### src/rtl/pdafr_pkg.sv
// Package: register map, field layout and reset values of the pad bank
package pdafr_pkg;

    // Register offsets, word addresses on the register port
    localparam logic [15:0] PDAFR_OFF_FILT_MODE = 16'hE224;
    localparam logic [15:0] PDAFR_OFF_BCLK_STR = 16'hE247;
    localparam logic [15:0] PDAFR_OFF_FCLK_STR = 16'hE248;
    localparam logic [15:0] PDAFR_OFF_MPIN_STR = 16'hE249;
    localparam logic [15:0] PDAFR_OFF_SDOUT_STR = 16'hE24A;
    localparam logic [15:0] PDAFR_OFF_MISC_STR = 16'hE24C;
    // Read-only filtered converter values, one per channel
    localparam logic [15:0] PDAFR_OFF_ADC_VAL0 = 16'hE260;
    localparam logic [15:0] PDAFR_OFF_ADC_VAL1 = 16'hE261;
    localparam logic [15:0] PDAFR_OFF_ADC_VAL2 = 16'hE262;
    localparam logic [15:0] PDAFR_OFF_ADC_VAL3 = 16'hE263;

    // Writable bit masks; everything outside reads zero
    localparam logic [15:0] PDAFR_MASK_FILT = 16'h00FF;
    localparam logic [15:0] PDAFR_MASK_12 = 16'h0FFF;
    localparam logic [15:0] PDAFR_MASK_SDOUT = 16'h01FF;
    localparam logic [15:0] PDAFR_MASK_MISC = 16'h007F;

    // Reset values: filters bypassed, all pads low strength
    localparam logic [15:0] PDAFR_RST_FILT = 16'h0000;
    localparam logic [15:0] PDAFR_RST_STR = 16'h0000;

    // Field layout of the filter mode register
    localparam int PDAFR_CH0_MODE_LSB = 6;
    localparam int PDAFR_MODE_W = 2;

    // Miscellaneous strength bit positions
    localparam int PDAFR_MISC_CTRL_CLK = 6;
    localparam int PDAFR_MISC_CTRL_LATCH = 5;
    localparam int PDAFR_MISC_ADDRESS1_DIN = 4;
    localparam int PDAFR_MISC_ADDRESS0 = 3;
    localparam int PDAFR_MISC_CTRL_DOUT = 2;
    localparam int PDAFR_MISC_SPDIF_OUT = 1;
    localparam int PDAFR_MISC_CLK_OUT = 0;

    // Hysteresis dead bands in converter LSBs
    localparam logic [9:0] PDAFR_HYST1_LSB = 10'h001;
    localparam logic [9:0] PDAFR_HYST2_LSB = 10'h003;

    // Filter modes
    typedef enum logic [1:0] {
        PDAFR_FILT_BYPASS = 2'b00,
        PDAFR_FILT_ON = 2'b01,
        PDAFR_FILT_HYST1 = 2'b10,
        PDAFR_FILT_HYST2 = 2'b11
    } pdafr_filt_mode_t;

endpackage

### src/rtl/pdafr_cfg_if.sv
// Interface: stored settings and pad state between the bank and its users
`timescale 1ns/1ps
interface pdafr_cfg_if;
    logic [15:0] filt_mode;
    logic [15:0] bclk_str;
    logic [15:0] fclk_str;
    logic [15:0] mpin_str;
    logic [15:0] sdout_str;
    logic [15:0] misc_str;
    logic [11:0] bclk_master;
    logic [11:0] fclk_master;
    logic [11:0] mpin_output;
    logic [3:0][9:0] adc_value;

    modport regs (
        output filt_mode, bclk_str, fclk_str, mpin_str, sdout_str, misc_str,
        output bclk_master, fclk_master, mpin_output,
        input adc_value
    );
    modport pad (
        input bclk_str, fclk_str, mpin_str, sdout_str, misc_str,
        input bclk_master, fclk_master, mpin_output
    );
    modport flt (
        input filt_mode,
        output adc_value
    );
endinterface

### src/rtl/pdafr_adc_filter.sv
// Per-channel smoothing and hysteresis of auxiliary converter samples
`timescale 1ns/1ps
module pdafr_adc_filter
    import pdafr_pkg::*;
#(
    parameter int CHANNELS = 4
)
(
    input wire logic clk_sys_i,
    input wire logic arst_n_i,
    input wire logic [9:0] sample_i,
    input wire logic [1:0] chan_i,
    input wire logic valid_i,
    pdafr_cfg_if.flt cfg
);

    // Mode field of a channel; channel 0 sits highest
    function automatic pdafr_filt_mode_t chan_mode(input logic [15:0] r,
                                                   input logic [1:0] ch);
        logic [15:0] sh;
        sh = r >> (PDAFR_CH0_MODE_LSB - PDAFR_MODE_W * int'(ch));
        return pdafr_filt_mode_t'(sh[1:0]);
    endfunction

    // True when two values differ by more than the dead band
    function automatic logic beyond(input logic [9:0] a,
                                    input logic [9:0] b,
                                    input logic [9:0] band);
        logic [9:0] diff;
        diff = (a > b) ? a - b : b - a;
        return diff > band;
    endfunction

    logic [11:0] acc_q [CHANNELS];
    logic [9:0] out_q [CHANNELS];
    logic [11:0] acc_d;
    logic [9:0] avg;
    logic [9:0] out_d;
    pdafr_filt_mode_t mode;

    // Leaky average held at four times scale; the extra bits keep
    // small steps from being truncated away
    always_comb begin
        acc_d = acc_q[chan_i] - {2'b00, acc_q[chan_i][11:2]}
                + {2'b00, sample_i};
        avg = acc_d[11:2];
        mode = chan_mode(cfg.filt_mode, chan_i);
        out_d = out_q[chan_i];
        case (mode)
            PDAFR_FILT_BYPASS: out_d = sample_i;
            PDAFR_FILT_ON: out_d = avg;
            PDAFR_FILT_HYST1: begin
                if (beyond(avg, out_q[chan_i], PDAFR_HYST1_LSB)) begin
                    out_d = avg;
                end
            end
            PDAFR_FILT_HYST2: begin
                if (beyond(avg, out_q[chan_i], PDAFR_HYST2_LSB)) begin
                    out_d = avg;
                end
            end
            default: out_d = sample_i;
        endcase
    end

    // Averager keeps running in bypass so a mode change starts settled
    always_ff @(posedge clk_sys_i or negedge arst_n_i) begin
        if (!arst_n_i) begin
            for (int i = 0; i < CHANNELS; i++) begin
                acc_q[i] <= '0;
                out_q[i] <= '0;
            end
        end else if (valid_i) begin
            acc_q[chan_i] <= acc_d;
            out_q[chan_i] <= out_d;
        end
    end

    // Publish per-channel results
    always_comb begin
        for (int i = 0; i < CHANNELS; i++) begin
            cfg.adc_value[i] = out_q[i];
        end
    end

endmodule

### src/rtl/pdafr_pad_ctrl.sv
// Pad drive strength controls derived from the stored select bits
`timescale 1ns/1ps
module pdafr_pad_ctrl
    import pdafr_pkg::*;
(
    input wire logic clk_sys_i,
    input wire logic arst_n_i,
    pdafr_cfg_if.pad cfg,
    output logic [11:0] bclk_hi_o,
    output logic [11:0] fclk_hi_o,
    output logic [11:0] mpin_hi_o,
    output logic [8:0] sdout_hi_o,
    output logic [6:0] misc_hi_o
);

    // Clock pads obey their select bit only while mastering the clock;
    // a slave clock pin is an input, so asking for drive makes no sense
    always_ff @(posedge clk_sys_i or negedge arst_n_i) begin
        if (!arst_n_i) begin
            bclk_hi_o <= '0;
            fclk_hi_o <= '0;
        end else begin
            bclk_hi_o <= cfg.bclk_str[11:0] & cfg.bclk_master;
            fclk_hi_o <= cfg.fclk_str[11:0] & cfg.fclk_master;
        end
    end

    // Multipurpose pins only when configured as outputs
    always_ff @(posedge clk_sys_i or negedge arst_n_i) begin
        if (!arst_n_i) begin
            mpin_hi_o <= '0;
        end else begin
            mpin_hi_o <= cfg.mpin_str[11:0] & cfg.mpin_output;
        end
    end

    // Data and control pads always drive, so no gating
    always_ff @(posedge clk_sys_i or negedge arst_n_i) begin
        if (!arst_n_i) begin
            sdout_hi_o <= '0;
            misc_hi_o <= '0;
        end else begin
            sdout_hi_o <= cfg.sdout_str[8:0];
            misc_hi_o <= cfg.misc_str[6:0];
        end
    end

endmodule

### src/rtl/pdafr_top.sv
// Top: pad drive strength and converter filter mode register bank
//
// Behaviour
// - Mode 00 bypasses, 01 filters, 10/11 add 1/2-bit hysteresis, reset 00.
// - Filter channels 0..3 sit at 7:6, 5:4, 3:2, 1:0; bits 15:8 reserved.
// - Bit clock drive: twelve bits, one per pad, only while it masters.
// - Frame clock drive: twelve bits, one per pad, only while it masters.
// - Multipurpose drive: twelve bits, one per pin, only while an output.
// - Serial output drive: nine bits at 8:0, one per output pad.
// - Misc bits 6..0: port clk, latch, a1/din, a0, dout, S/PDIF, clock out.
// - Select bit 0 asks low strength, 1 high strength; all reset to 0.
//
// Decided for this implementation: the strobed register port.
`timescale 1ns/1ps
module pdafr_top
    import pdafr_pkg::*;
(
    input wire logic clk_sys_i,
    input wire logic arst_n_i,
    input wire logic [15:0] reg_addr_i,
    input wire logic [15:0] reg_wdata_i,
    input wire logic reg_wr_i,
    input wire logic reg_rd_i,
    output logic [15:0] reg_rdata_o,
    input wire logic [9:0] adc_sample_i,
    input wire logic [1:0] adc_chan_i,
    input wire logic adc_valid_i,
    output logic [39:0] adc_value_o,
    input wire logic [11:0] bclk_master_i,
    input wire logic [11:0] fclk_master_i,
    input wire logic [11:0] mpin_output_i,
    output logic [11:0] bitclock_pin_hi_o,
    output logic [11:0] frameclock_pin_hi_o,
    output logic [11:0] multipurpose_pin_hi_o,
    output logic [8:0] serial_data_output_pin_hi_o,
    output logic control_port_clock_pin_hi_o,
    output logic control_latch_pin_hi_o,
    output logic address1_control_data_in_pin_hi_o,
    output logic address0_pin_hi_o,
    output logic control_data_out_pin_hi_o,
    output logic spdif_output_pin_hi_o,
    output logic clock_output_pin_hi_o
);

    pdafr_cfg_if cfg ();

    logic [15:0] filt_mode_q;
    logic [15:0] bclk_str_q;
    logic [15:0] fclk_str_q;
    logic [15:0] mpin_str_q;
    logic [15:0] sdout_str_q;
    logic [15:0] misc_str_q;
    logic [15:0] rdata_d;
    logic [15:0] reg_rdata_q;
    logic [6:0] misc_hi;

    // Write strobe qualified by address
    function automatic logic wr_hit(input logic [15:0] addr,
                                    input logic wr,
                                    input logic [15:0] off);
        return wr && (addr == off);
    endfunction

    // Filter mode register; reserved upper byte never stored
    always_ff @(posedge clk_sys_i or negedge arst_n_i) begin
        if (!arst_n_i) begin
            filt_mode_q <= PDAFR_RST_FILT;
        end else if (wr_hit(reg_addr_i, reg_wr_i, PDAFR_OFF_FILT_MODE)) begin
            filt_mode_q <= reg_wdata_i & PDAFR_MASK_FILT;
        end
    end

    // Bit clock strength
    always_ff @(posedge clk_sys_i or negedge arst_n_i) begin
        if (!arst_n_i) begin
            bclk_str_q <= PDAFR_RST_STR;
        end else if (wr_hit(reg_addr_i, reg_wr_i, PDAFR_OFF_BCLK_STR)) begin
            bclk_str_q <= reg_wdata_i & PDAFR_MASK_12;
        end
    end

    // Frame clock strength
    always_ff @(posedge clk_sys_i or negedge arst_n_i) begin
        if (!arst_n_i) begin
            fclk_str_q <= PDAFR_RST_STR;
        end else if (wr_hit(reg_addr_i, reg_wr_i, PDAFR_OFF_FCLK_STR)) begin
            fclk_str_q <= reg_wdata_i & PDAFR_MASK_12;
        end
    end

    // Multipurpose pin strength
    always_ff @(posedge clk_sys_i or negedge arst_n_i) begin
        if (!arst_n_i) begin
            mpin_str_q <= PDAFR_RST_STR;
        end else if (wr_hit(reg_addr_i, reg_wr_i, PDAFR_OFF_MPIN_STR)) begin
            mpin_str_q <= reg_wdata_i & PDAFR_MASK_12;
        end
    end

    // Serial data output strength
    always_ff @(posedge clk_sys_i or negedge arst_n_i) begin
        if (!arst_n_i) begin
            sdout_str_q <= PDAFR_RST_STR;
        end else if (wr_hit(reg_addr_i, reg_wr_i, PDAFR_OFF_SDOUT_STR)) begin
            sdout_str_q <= reg_wdata_i & PDAFR_MASK_SDOUT;
        end
    end

    // Miscellaneous pad strength
    always_ff @(posedge clk_sys_i or negedge arst_n_i) begin
        if (!arst_n_i) begin
            misc_str_q <= PDAFR_RST_STR;
        end else if (wr_hit(reg_addr_i, reg_wr_i, PDAFR_OFF_MISC_STR)) begin
            misc_str_q <= reg_wdata_i & PDAFR_MASK_MISC;
        end
    end

    // Read decode; unmapped addresses answer zero rather than stall
    always_comb begin
        rdata_d = 16'h0000;
        if (reg_addr_i == PDAFR_OFF_FILT_MODE) begin
            rdata_d = filt_mode_q;
        end else if (reg_addr_i == PDAFR_OFF_BCLK_STR) begin
            rdata_d = bclk_str_q;
        end else if (reg_addr_i == PDAFR_OFF_FCLK_STR) begin
            rdata_d = fclk_str_q;
        end else if (reg_addr_i == PDAFR_OFF_MPIN_STR) begin
            rdata_d = mpin_str_q;
        end else if (reg_addr_i == PDAFR_OFF_SDOUT_STR) begin
            rdata_d = sdout_str_q;
        end else if (reg_addr_i == PDAFR_OFF_MISC_STR) begin
            rdata_d = misc_str_q;
        end else if (reg_addr_i == PDAFR_OFF_ADC_VAL0) begin
            rdata_d = {6'h00, cfg.adc_value[0]};
        end else if (reg_addr_i == PDAFR_OFF_ADC_VAL1) begin
            rdata_d = {6'h00, cfg.adc_value[1]};
        end else if (reg_addr_i == PDAFR_OFF_ADC_VAL2) begin
            rdata_d = {6'h00, cfg.adc_value[2]};
        end else if (reg_addr_i == PDAFR_OFF_ADC_VAL3) begin
            rdata_d = {6'h00, cfg.adc_value[3]};
        end
    end

    // Read data lives one cycle, then returns to zero
    always_ff @(posedge clk_sys_i or negedge arst_n_i) begin
        if (!arst_n_i) begin
            reg_rdata_q <= 16'h0000;
        end else if (reg_rd_i) begin
            reg_rdata_q <= rdata_d;
        end else begin
            reg_rdata_q <= 16'h0000;
        end
    end

    assign reg_rdata_o = reg_rdata_q;

    // Settings and pad state into the shared carrier
    assign cfg.filt_mode = filt_mode_q;
    assign cfg.bclk_str = bclk_str_q;
    assign cfg.fclk_str = fclk_str_q;
    assign cfg.mpin_str = mpin_str_q;
    assign cfg.sdout_str = sdout_str_q;
    assign cfg.misc_str = misc_str_q;
    assign cfg.bclk_master = bclk_master_i;
    assign cfg.fclk_master = fclk_master_i;
    assign cfg.mpin_output = mpin_output_i;

    pdafr_adc_filter #(
        .CHANNELS(4)
    ) u_filter (
        .clk_sys_i(clk_sys_i),
        .arst_n_i(arst_n_i),
        .sample_i(adc_sample_i),
        .chan_i(adc_chan_i),
        .valid_i(adc_valid_i),
        .cfg(cfg.flt)
    );

    assign adc_value_o = cfg.adc_value;

    pdafr_pad_ctrl u_pads (
        .clk_sys_i(clk_sys_i),
        .arst_n_i(arst_n_i),
        .cfg(cfg.pad),
        .bclk_hi_o(bitclock_pin_hi_o),
        .fclk_hi_o(frameclock_pin_hi_o),
        .mpin_hi_o(multipurpose_pin_hi_o),
        .sdout_hi_o(serial_data_output_pin_hi_o),
        .misc_hi_o(misc_hi)
    );

    // Split the misc group into its named pads
    assign control_port_clock_pin_hi_o = misc_hi[PDAFR_MISC_CTRL_CLK];
    assign control_latch_pin_hi_o = misc_hi[PDAFR_MISC_CTRL_LATCH];
    assign address1_control_data_in_pin_hi_o =
        misc_hi[PDAFR_MISC_ADDRESS1_DIN];
    assign address0_pin_hi_o = misc_hi[PDAFR_MISC_ADDRESS0];
    assign control_data_out_pin_hi_o = misc_hi[PDAFR_MISC_CTRL_DOUT];
    assign spdif_output_pin_hi_o = misc_hi[PDAFR_MISC_SPDIF_OUT];
    assign clock_output_pin_hi_o = misc_hi[PDAFR_MISC_CLK_OUT];

endmodule

### config.mk
export PLATFORM = sky130hd
export DESIGN_NAME = pdafr_top
export DESIGN_NICKNAME = d
export VERILOG_FILES = /design/src/rtl/pdafr_pkg.sv /design/src/rtl/pdafr_cfg_if.sv /design/src/rtl/pdafr_adc_filter.sv /design/src/rtl/pdafr_pad_ctrl.sv /design/src/rtl/pdafr_top.sv
export SDC_FILE = /design/constraint.sdc
export NUM_CORES = 1
export LEC_CHECK = 0
export BUFFER_PORTS_ARGS = -buffer_cell sky130_fd_sc_hd__buf_2
export CORE_ASPECT_RATIO = 1.1
export CORE_MARGIN = 1
export CORE_UTILIZATION = 55
export DETAILED_ROUTE_END_ITERATION = 12
export PLACE_DENSITY = 0.84
export SLEW_MARGIN = 20
export SYNTH_ARGS = -nofsm -noshare
export SYNTH_HDL_FRONTEND = slang
export SYNTH_SLANG_ARGS = --single-unit
### constraint.sdc
create_clock -name clk_sys_i -period 6.8 [get_ports clk_sys_i]
set_input_delay 1.02 -clock clk_sys_i [delete_from_list [all_inputs] [get_ports clk_sys_i]]
set_output_delay 1.02 -clock clk_sys_i [all_outputs]
set_load 0.005 [all_outputs]
**After elaboration in Yosys (flattened, before gate mapping)**

Index checks and enable logic that the tools add are counted.

- Bits of input ports: 85
- Output and inout bits: 108
- Register bits after elaboration: 216
- Logic and storage cells: 83

- Order comparisons: 5
- Shifts and indexed selects: 1
- Bitwise logic cells: 4
- Reductions and logical operators: 8
- Add/sub/neg operators: 5
- Eq/ne operators: 13
- Muxes and demuxes: 27

Operators with widths:

| cell | count |
|---|---|
| $eq A16 B16 Y1 const B | 10 |
| $mux W10 | 12 |
| $mux W16 | 4 |
| $bwmux W48 | 1 |
| $mux W12 | 4 |
| $bwmux W40 | 1 |
| $pmux W10 S4 | 1 |
| $and A12 B12 Y12 | 3 |
| $shr A8 B32 Y2 | 1 |
| $bmux W12 S2 | 1 |
| $demux W12 S2 | 1 |
| $bmux W10 S2 | 1 |
| $demux W10 S2 | 1 |
| $sub A10 B10 Y10 | 2 |
| $add A12 B10 Y12 | 1 |
| $sub A12 B10 Y12 | 1 |
| $gt A10 B1 Y1 const B | 1 |
| $gt A10 B10 Y1 | 1 |
| $gt A10 B2 Y1 const B | 1 |
| $logic_and A1 B1 Y1 | 7 |
| $eq A2 B2 Y1 const B | 2 |
| $sub A3 B3 Y4 const A | 1 |
| $ge A3 B3 Y1 const B | 1 |
| $lt A3 B1 Y1 const B | 1 |
| 3 further kinds | 3 |

**Depth between registers and ports, before layout**

- Depth after elaboration: 12
- Mapped depth: 30
- Mapped depth without buffers: 24

**Cells and area by module**

A second synthesis with hierarchy kept.

- Cells, all modules: 984
- Area total of the unflattened synthesis: 11179.5 um^2

Modules (own cells, without submodules):

| module | cells an instance | times used | sequential area each (um^2) | area an instance (um^2) |
|---|---|---|---|---|
| pdafr_adc_filter | 604 | 1 | 2202.1 | 5800.6 |
| pdafr_top | 292 | 1 | 1801.7 | 3852.4 |
| pdafr_pad_ctrl | 88 | 1 | 1301.2 | 1526.5 |

**Least setup slack after synthesis**

No wires, ideal clock.

- Kind: input to register
- Start: input adc_chan_i[0]
- End: register u_filter.out_q (netlist bit u_filter.cfg.adc_value[6])
- Setup time: 0.073 ns
- Setup slack: -1.268 ns
- Stages on the path: 28
- Data required time: 6.727 ns
- Buffers on the path: 5
- Arrival: 7.994 ns
- Path through: buf_2 buf_1 clkbuf_1 buf_1 mux4_2 inv_1 fa_1 inv_1 ha_1 a21o_1 a21oi_1 o21bai_1 a21bo_2 a21oi_1 o21ai_0 a22o_1 ha_1 and2_1 a221o_1 o211ai_1 a22oi_1 a311oi_4 mux2i_1 o21ai_1 or3_1 buf_6 o221a_4 a21oi_2

- Word-level cells in the longest chain between the ends: 12
- Elaborated cells on any way between the ends: 30
- Classes of those cells: add/sub: 5; order compare: 5; eq/ne: 3; shift: 1; mux: 13; bitwise: 1; reduce/logical: 2

RTL lines:

| what | RTL line | source |
|---|---|---|
| from (decl) | pdafr_top.sv:26 | `input wire logic [1:0] adc_chan_i,` |
| $not A2 Y3 (not written as such) | -- |  |
| $bmux W12 S2 | pdafr_adc_filter.sv:44 | `acc_d = acc_q[chan_i] - {2'b00, acc_q[chan_i][11:2]}` |
| $mux W12 (not written as such) (2 in a row) | pdafr_adc_filter.sv:44 |  |
| $sub A12 B10 Y12 | pdafr_adc_filter.sv:44 |  |
| $add A12 B10 Y12 | pdafr_adc_filter.sv:45 | `+ {2'b00, sample_i};` |
| $sub A10 B10 Y10 / $gt A10 B10 Y1 (equally long branches) | pdafr_adc_filter.sv:30 | `diff = (a > b) ? a - b : b - a;` |
| $mux W10 | pdafr_adc_filter.sv:30 |  |
| $gt A10 B2 Y1 / $gt A10 B1 Y1 (equally long branches) | pdafr_adc_filter.sv:31 | `return diff > band;` |
| $mux W10, on equally long branches | pdafr_adc_filter.sv:58, pdafr_adc_filter.sv:53 |  |
| $pmux W10 S4 | pdafr_adc_filter.sv:49 | `case (mode)` |
| $bwmux W40 (*) | pdafr_adc_filter.sv:75 | `out_q[chan_i] <= out_d;` |
| to (signal, indexed assignment) | pdafr_adc_filter.sv:75 |  |
| to (decl) | pdafr_adc_filter.sv:35 | `logic [9:0] out_q [CHANNELS];` |

Mark *: on every way between the ends. The rest lies on a longest branch, timed or not. The select of a mux whose other input is x is not followed.
A chain may end at the register's enable or synchronous reset.

**Worst setup path in the final report**

- Start: input adc_chan_i[0]
- End: register u_filter.out_q (netlist bit u_filter.cfg.adc_value[24])

Same word-level chain as after synthesis.

==> impl_summary.txt <==
----------------------------------------------------
[STA]
  Final Skew ... 0.0238 ns
  Final worst-path setup slack ... 0.307 ns
  Period utilisation layout ... 95.5%
  Final Hold Vio Count ... 0
  Final number of max-transition violations ... 0
  RSZ-0062 raised after global routing ... no
  Setup total negative slack ... 0 ns
  Final setup violation count ... 0
  Max_slew headroom ... 35.7%
  Final worst path period need ... 6.49 ns
  Highest clock frequency the design can meet ... 154 MHz
  Slew @ Worst Pin ... 0.965 ns

[Synth]
  Largest family of logic cells by synthesized area ... compound AO/OA/AOI/OAI gates
  Most area-consuming cells after synthesis ... dfrtp_1 (49%), mux2_2 (6.4%), mux4_2 (6.2%)
  Sequential element share of the synthesized area ... 48.9%
  Post-synthesis mux area share ... 13.5%
  Post-Synthesis Cells ... 977
  Number of enable-type register cells in the synthesized netlist ... 0
  Total standard cell area after synthesis ... 10800 sq um
  Synth cell count leaders ... dfrtp_1 (212), nand2_1 (129), inv_1 (63)
  Yosys warning total ... 0
  Fraction of registers with async set or reset after synthesis ... 100%
  Register bit count reported by yosys ... 212
  Cell type contributing the most total cell area after synthesis ... dfrtp_1
  Compound-Gate Fraction of Synth Area ... 14.2%
  Count leader, synth ... dfrtp_1
  Share of the synthesized area in the top cell type ... 48.9%
  XOR/XNOR share of the synthesized area ... 1.66%
  Avg Inst Size Synth ... 11.1 sq um
  Area share of fa/ha/maj cells after synthesis ... 5.76%
  Simple-gate share of the synthesized area ... 11.8%
  Flip-flop cell with the highest count after synthesis ... dfrtp_1
  Distinct cells, synth ... 73

[Drt]
  Total Wirelength ... 29000 um
  WL per Instance ... 20.1 um
  1st-iter DRT viols ... 721
  Count of TritonRoute iterations in the first routing pass ... 6
  Detail Route Antenna Nets ... 0
  Avg Vias per Cell ... 5.90
  Total DRC errors in the routed layout ... 0
  Number of vias after detailed routing ... 8522

[Global routing]
  Overflow left after global routing ... 0
  Largest net degree at the start of global routing ... 135
  Number of global-route vias before repair ... 8691
  Global-route wire length before repair ... 46000 um
  Antenna violations before repair ... 0
  Total routing resource utilization after global routing ... 29.5%

[CTS]
  Cts bufs inserted ... 21
  Clock latency reported for the late side of the worst-skew pair ... 0.50 ns
  Clock sink count ... 212
  Hold Buf Count CTS ... 0
  Deepest level of the CTS H-tree ... 1
  Buffer levels on the longest clock path ... 3
  Clock transition at the registers of the reported paths ... 0.06 ns
  Clk root buf ... clkbuf_16
  Clock tree from TritonCTS ... yes
  Post-CTS Setup Repair Bufs ... 0
  Count of instances resized after the clock tree is built ... 0

[Worst setup path]
  Type of the worst setup path ... input pin to flop
  Maximum fanout along the worst path ... 6
  Capturing element type of the critical path ... flop
  Arrival time reported for the critical path endpoint ... 6.84 ns
  Element type at the critical path start ... input pin
  Critical path's slowest cell ... mux4_2
  Critical Path Start ... adc_chan_i[0]
  Beginning of the worst register-to-register path ... u_filter.acc_q[3]
  Delay of the slowest critical-path stage ... 0.58 ns
  Required @ worst endpoint ... 7.15 ns

[Floorplan]
  Initial core utilization ... 56.4%
  Die Wd ... 136 um
  I/O pin total ... 193
  Row cnt ... 53
  Die Y ... 149 um
  Core area ... 19200 sq um
  Area of the die ... 20300 sq um

[Finish]
  Antenna diode count ... 0
  Proportion of layout cells with a drive suffix above 1 ... 33.3%
  Multi-input gate area ... 5210 sq um
  Area added between synthesis and finish ... 20.0%
  Nets@finish ... 1314
  Finished Cell Area ... 13000 sq um
  Footprint of the flip-flops and latches ... 5310 sq um
  Final cell utilization of the core ... 67.7%
  Count of fill cells added during filler insertion ... 1362

[Placement]
  Placer's final routability congestion estimate ... 0.902
  Post-placement worst setup slack ... -0.116 ns
  Total of buffers placed on input and output ports ... 184
  HPWL after detailed placement ... 21100 um
  Placed cell areas ... 12400 sq um

[Power and ir drop]
  Max VDD drop ... 0.538 mV
  Total power ... 0.00810 W
  Leakage dissipation ... 6.58 nW
  Power per cell area ... 622 nW/um^2

[Outcome]
  Outcome ... finished clean

[Worst hold path]
  HP Class ... input pin to async pin

[Flow run]
  Maximum Capacitance Violations ... 0

----------------------------------------------------
==> cell usage in the layout (no fill, tap or decap), types with 25 or more instances in the layout <==
master / instances
nor2_1: 39
inv_1: 62
mux2_2: 62
mux4_2: 30
buf_2: 183
ha_1: 25
dfrtp_1: 212
nand2_1: 129
o21ai_0: 52
and2_1: 39
buf_4: 50
==> final cells by class <==
| class | count | area share, % |
|---|---|---|
| Clock buffer | 30 | 4.53 |
| Multi-Input combinational cell | 655 | 40.0 |
| Tap cell | 247 | 2.37 |
| Clock inverter | 3 | 0.307 |
| Timing Repair Buffer | 235 | 10.2 |
| Inverter | 63 | 1.82 |
| Sequential cell | 212 | 40.7 |
==> kinds of logic after synthesis <==
family | after synthesis
compound gates | 215
flops | 212
simple gates | 273
other cells | 1
buf+inv | 113
xor+xnor | 19
mux | 101
fa+ha+maj | 43
==> registers in the layout, summed over array words and instances, names as in the netlist <==
signal / count
bclk_str_q: 12
cfg.misc_str: 7
u_pads.misc_hi_o: 7
u_pads.bclk_hi_o: 12
u_pads.fclk_hi_o: 12
cfg.sdout_str: 9
u_filter.acc_q: 48
u_pads.sdout_hi_o: 9
cfg.mpin_str: 12
cfg.filt_mode: 8
u_pads.mpin_hi_o: 12
u_filter.cfg.adc_value: 40
cfg.fclk_str: 12
reg_rdata_o: 12
==> routing by layer <==
| metal | up-vias | wire [um] | GRT usage, % |
|---|---|---|---|
| li1 | 3873 | - | - |
| met2 | 379 | 15000 | 52.3 |
| met5 | - | 0 | 0 |
| met1 | 4195 | 11100 | 36.4 |
| met4 | 0 | 839 | 10.6 |
| met3 | 75 | 2060 | 4.42 |
==> path summary, 6_finish.rpt <==
path	cells past startpoint	slack (ns)	end
max in group asynchronous	2	5.15	u_filter.acc_q[34]
min in group clk_sys_i	0	0.40	u_pads.sdout_hi_o[6]
setup reg to reg	24	0.67	u_filter.cfg.adc_value[24]
hold / removal	1	0.38	u_pads.fclk_hi_o[11]
hold reg to reg	0	0.40	u_pads.sdout_hi_o[6]
setup / recovery	25	0.31	u_filter.cfg.adc_value[24]
==> through the flow <==
| step | hold slack [ns] | cells |
|---|---|---|
| after floorplan | 0.362 | 980 |
| after global routing | 0.393 | 1445 |
| after detailed placement | 0.380 | 1411 |
| after global placement | 0.372 | 1411 |
| after CTS | 0.391 | 1444 |
| final | 0.384 | 1445 |
==> critical path, delay by kind of cell <==
kind                       cells  cell delay (ns)
muxes                          2             0.90
buffers and inverters          3             0.44
adders and majority gates      3             1.04
and+or+nand+nor                3             0.53
AOI/OAI and AO/OA             14             2.90
==> report_power, final <==
part	switching [W]	internal, W
clock	0.000458	0.000634
combinational	0.00297	0.00249
sequential	0.000112	0.00144
total	0.00354	0.00456
(Power assumes the default switching activity.)
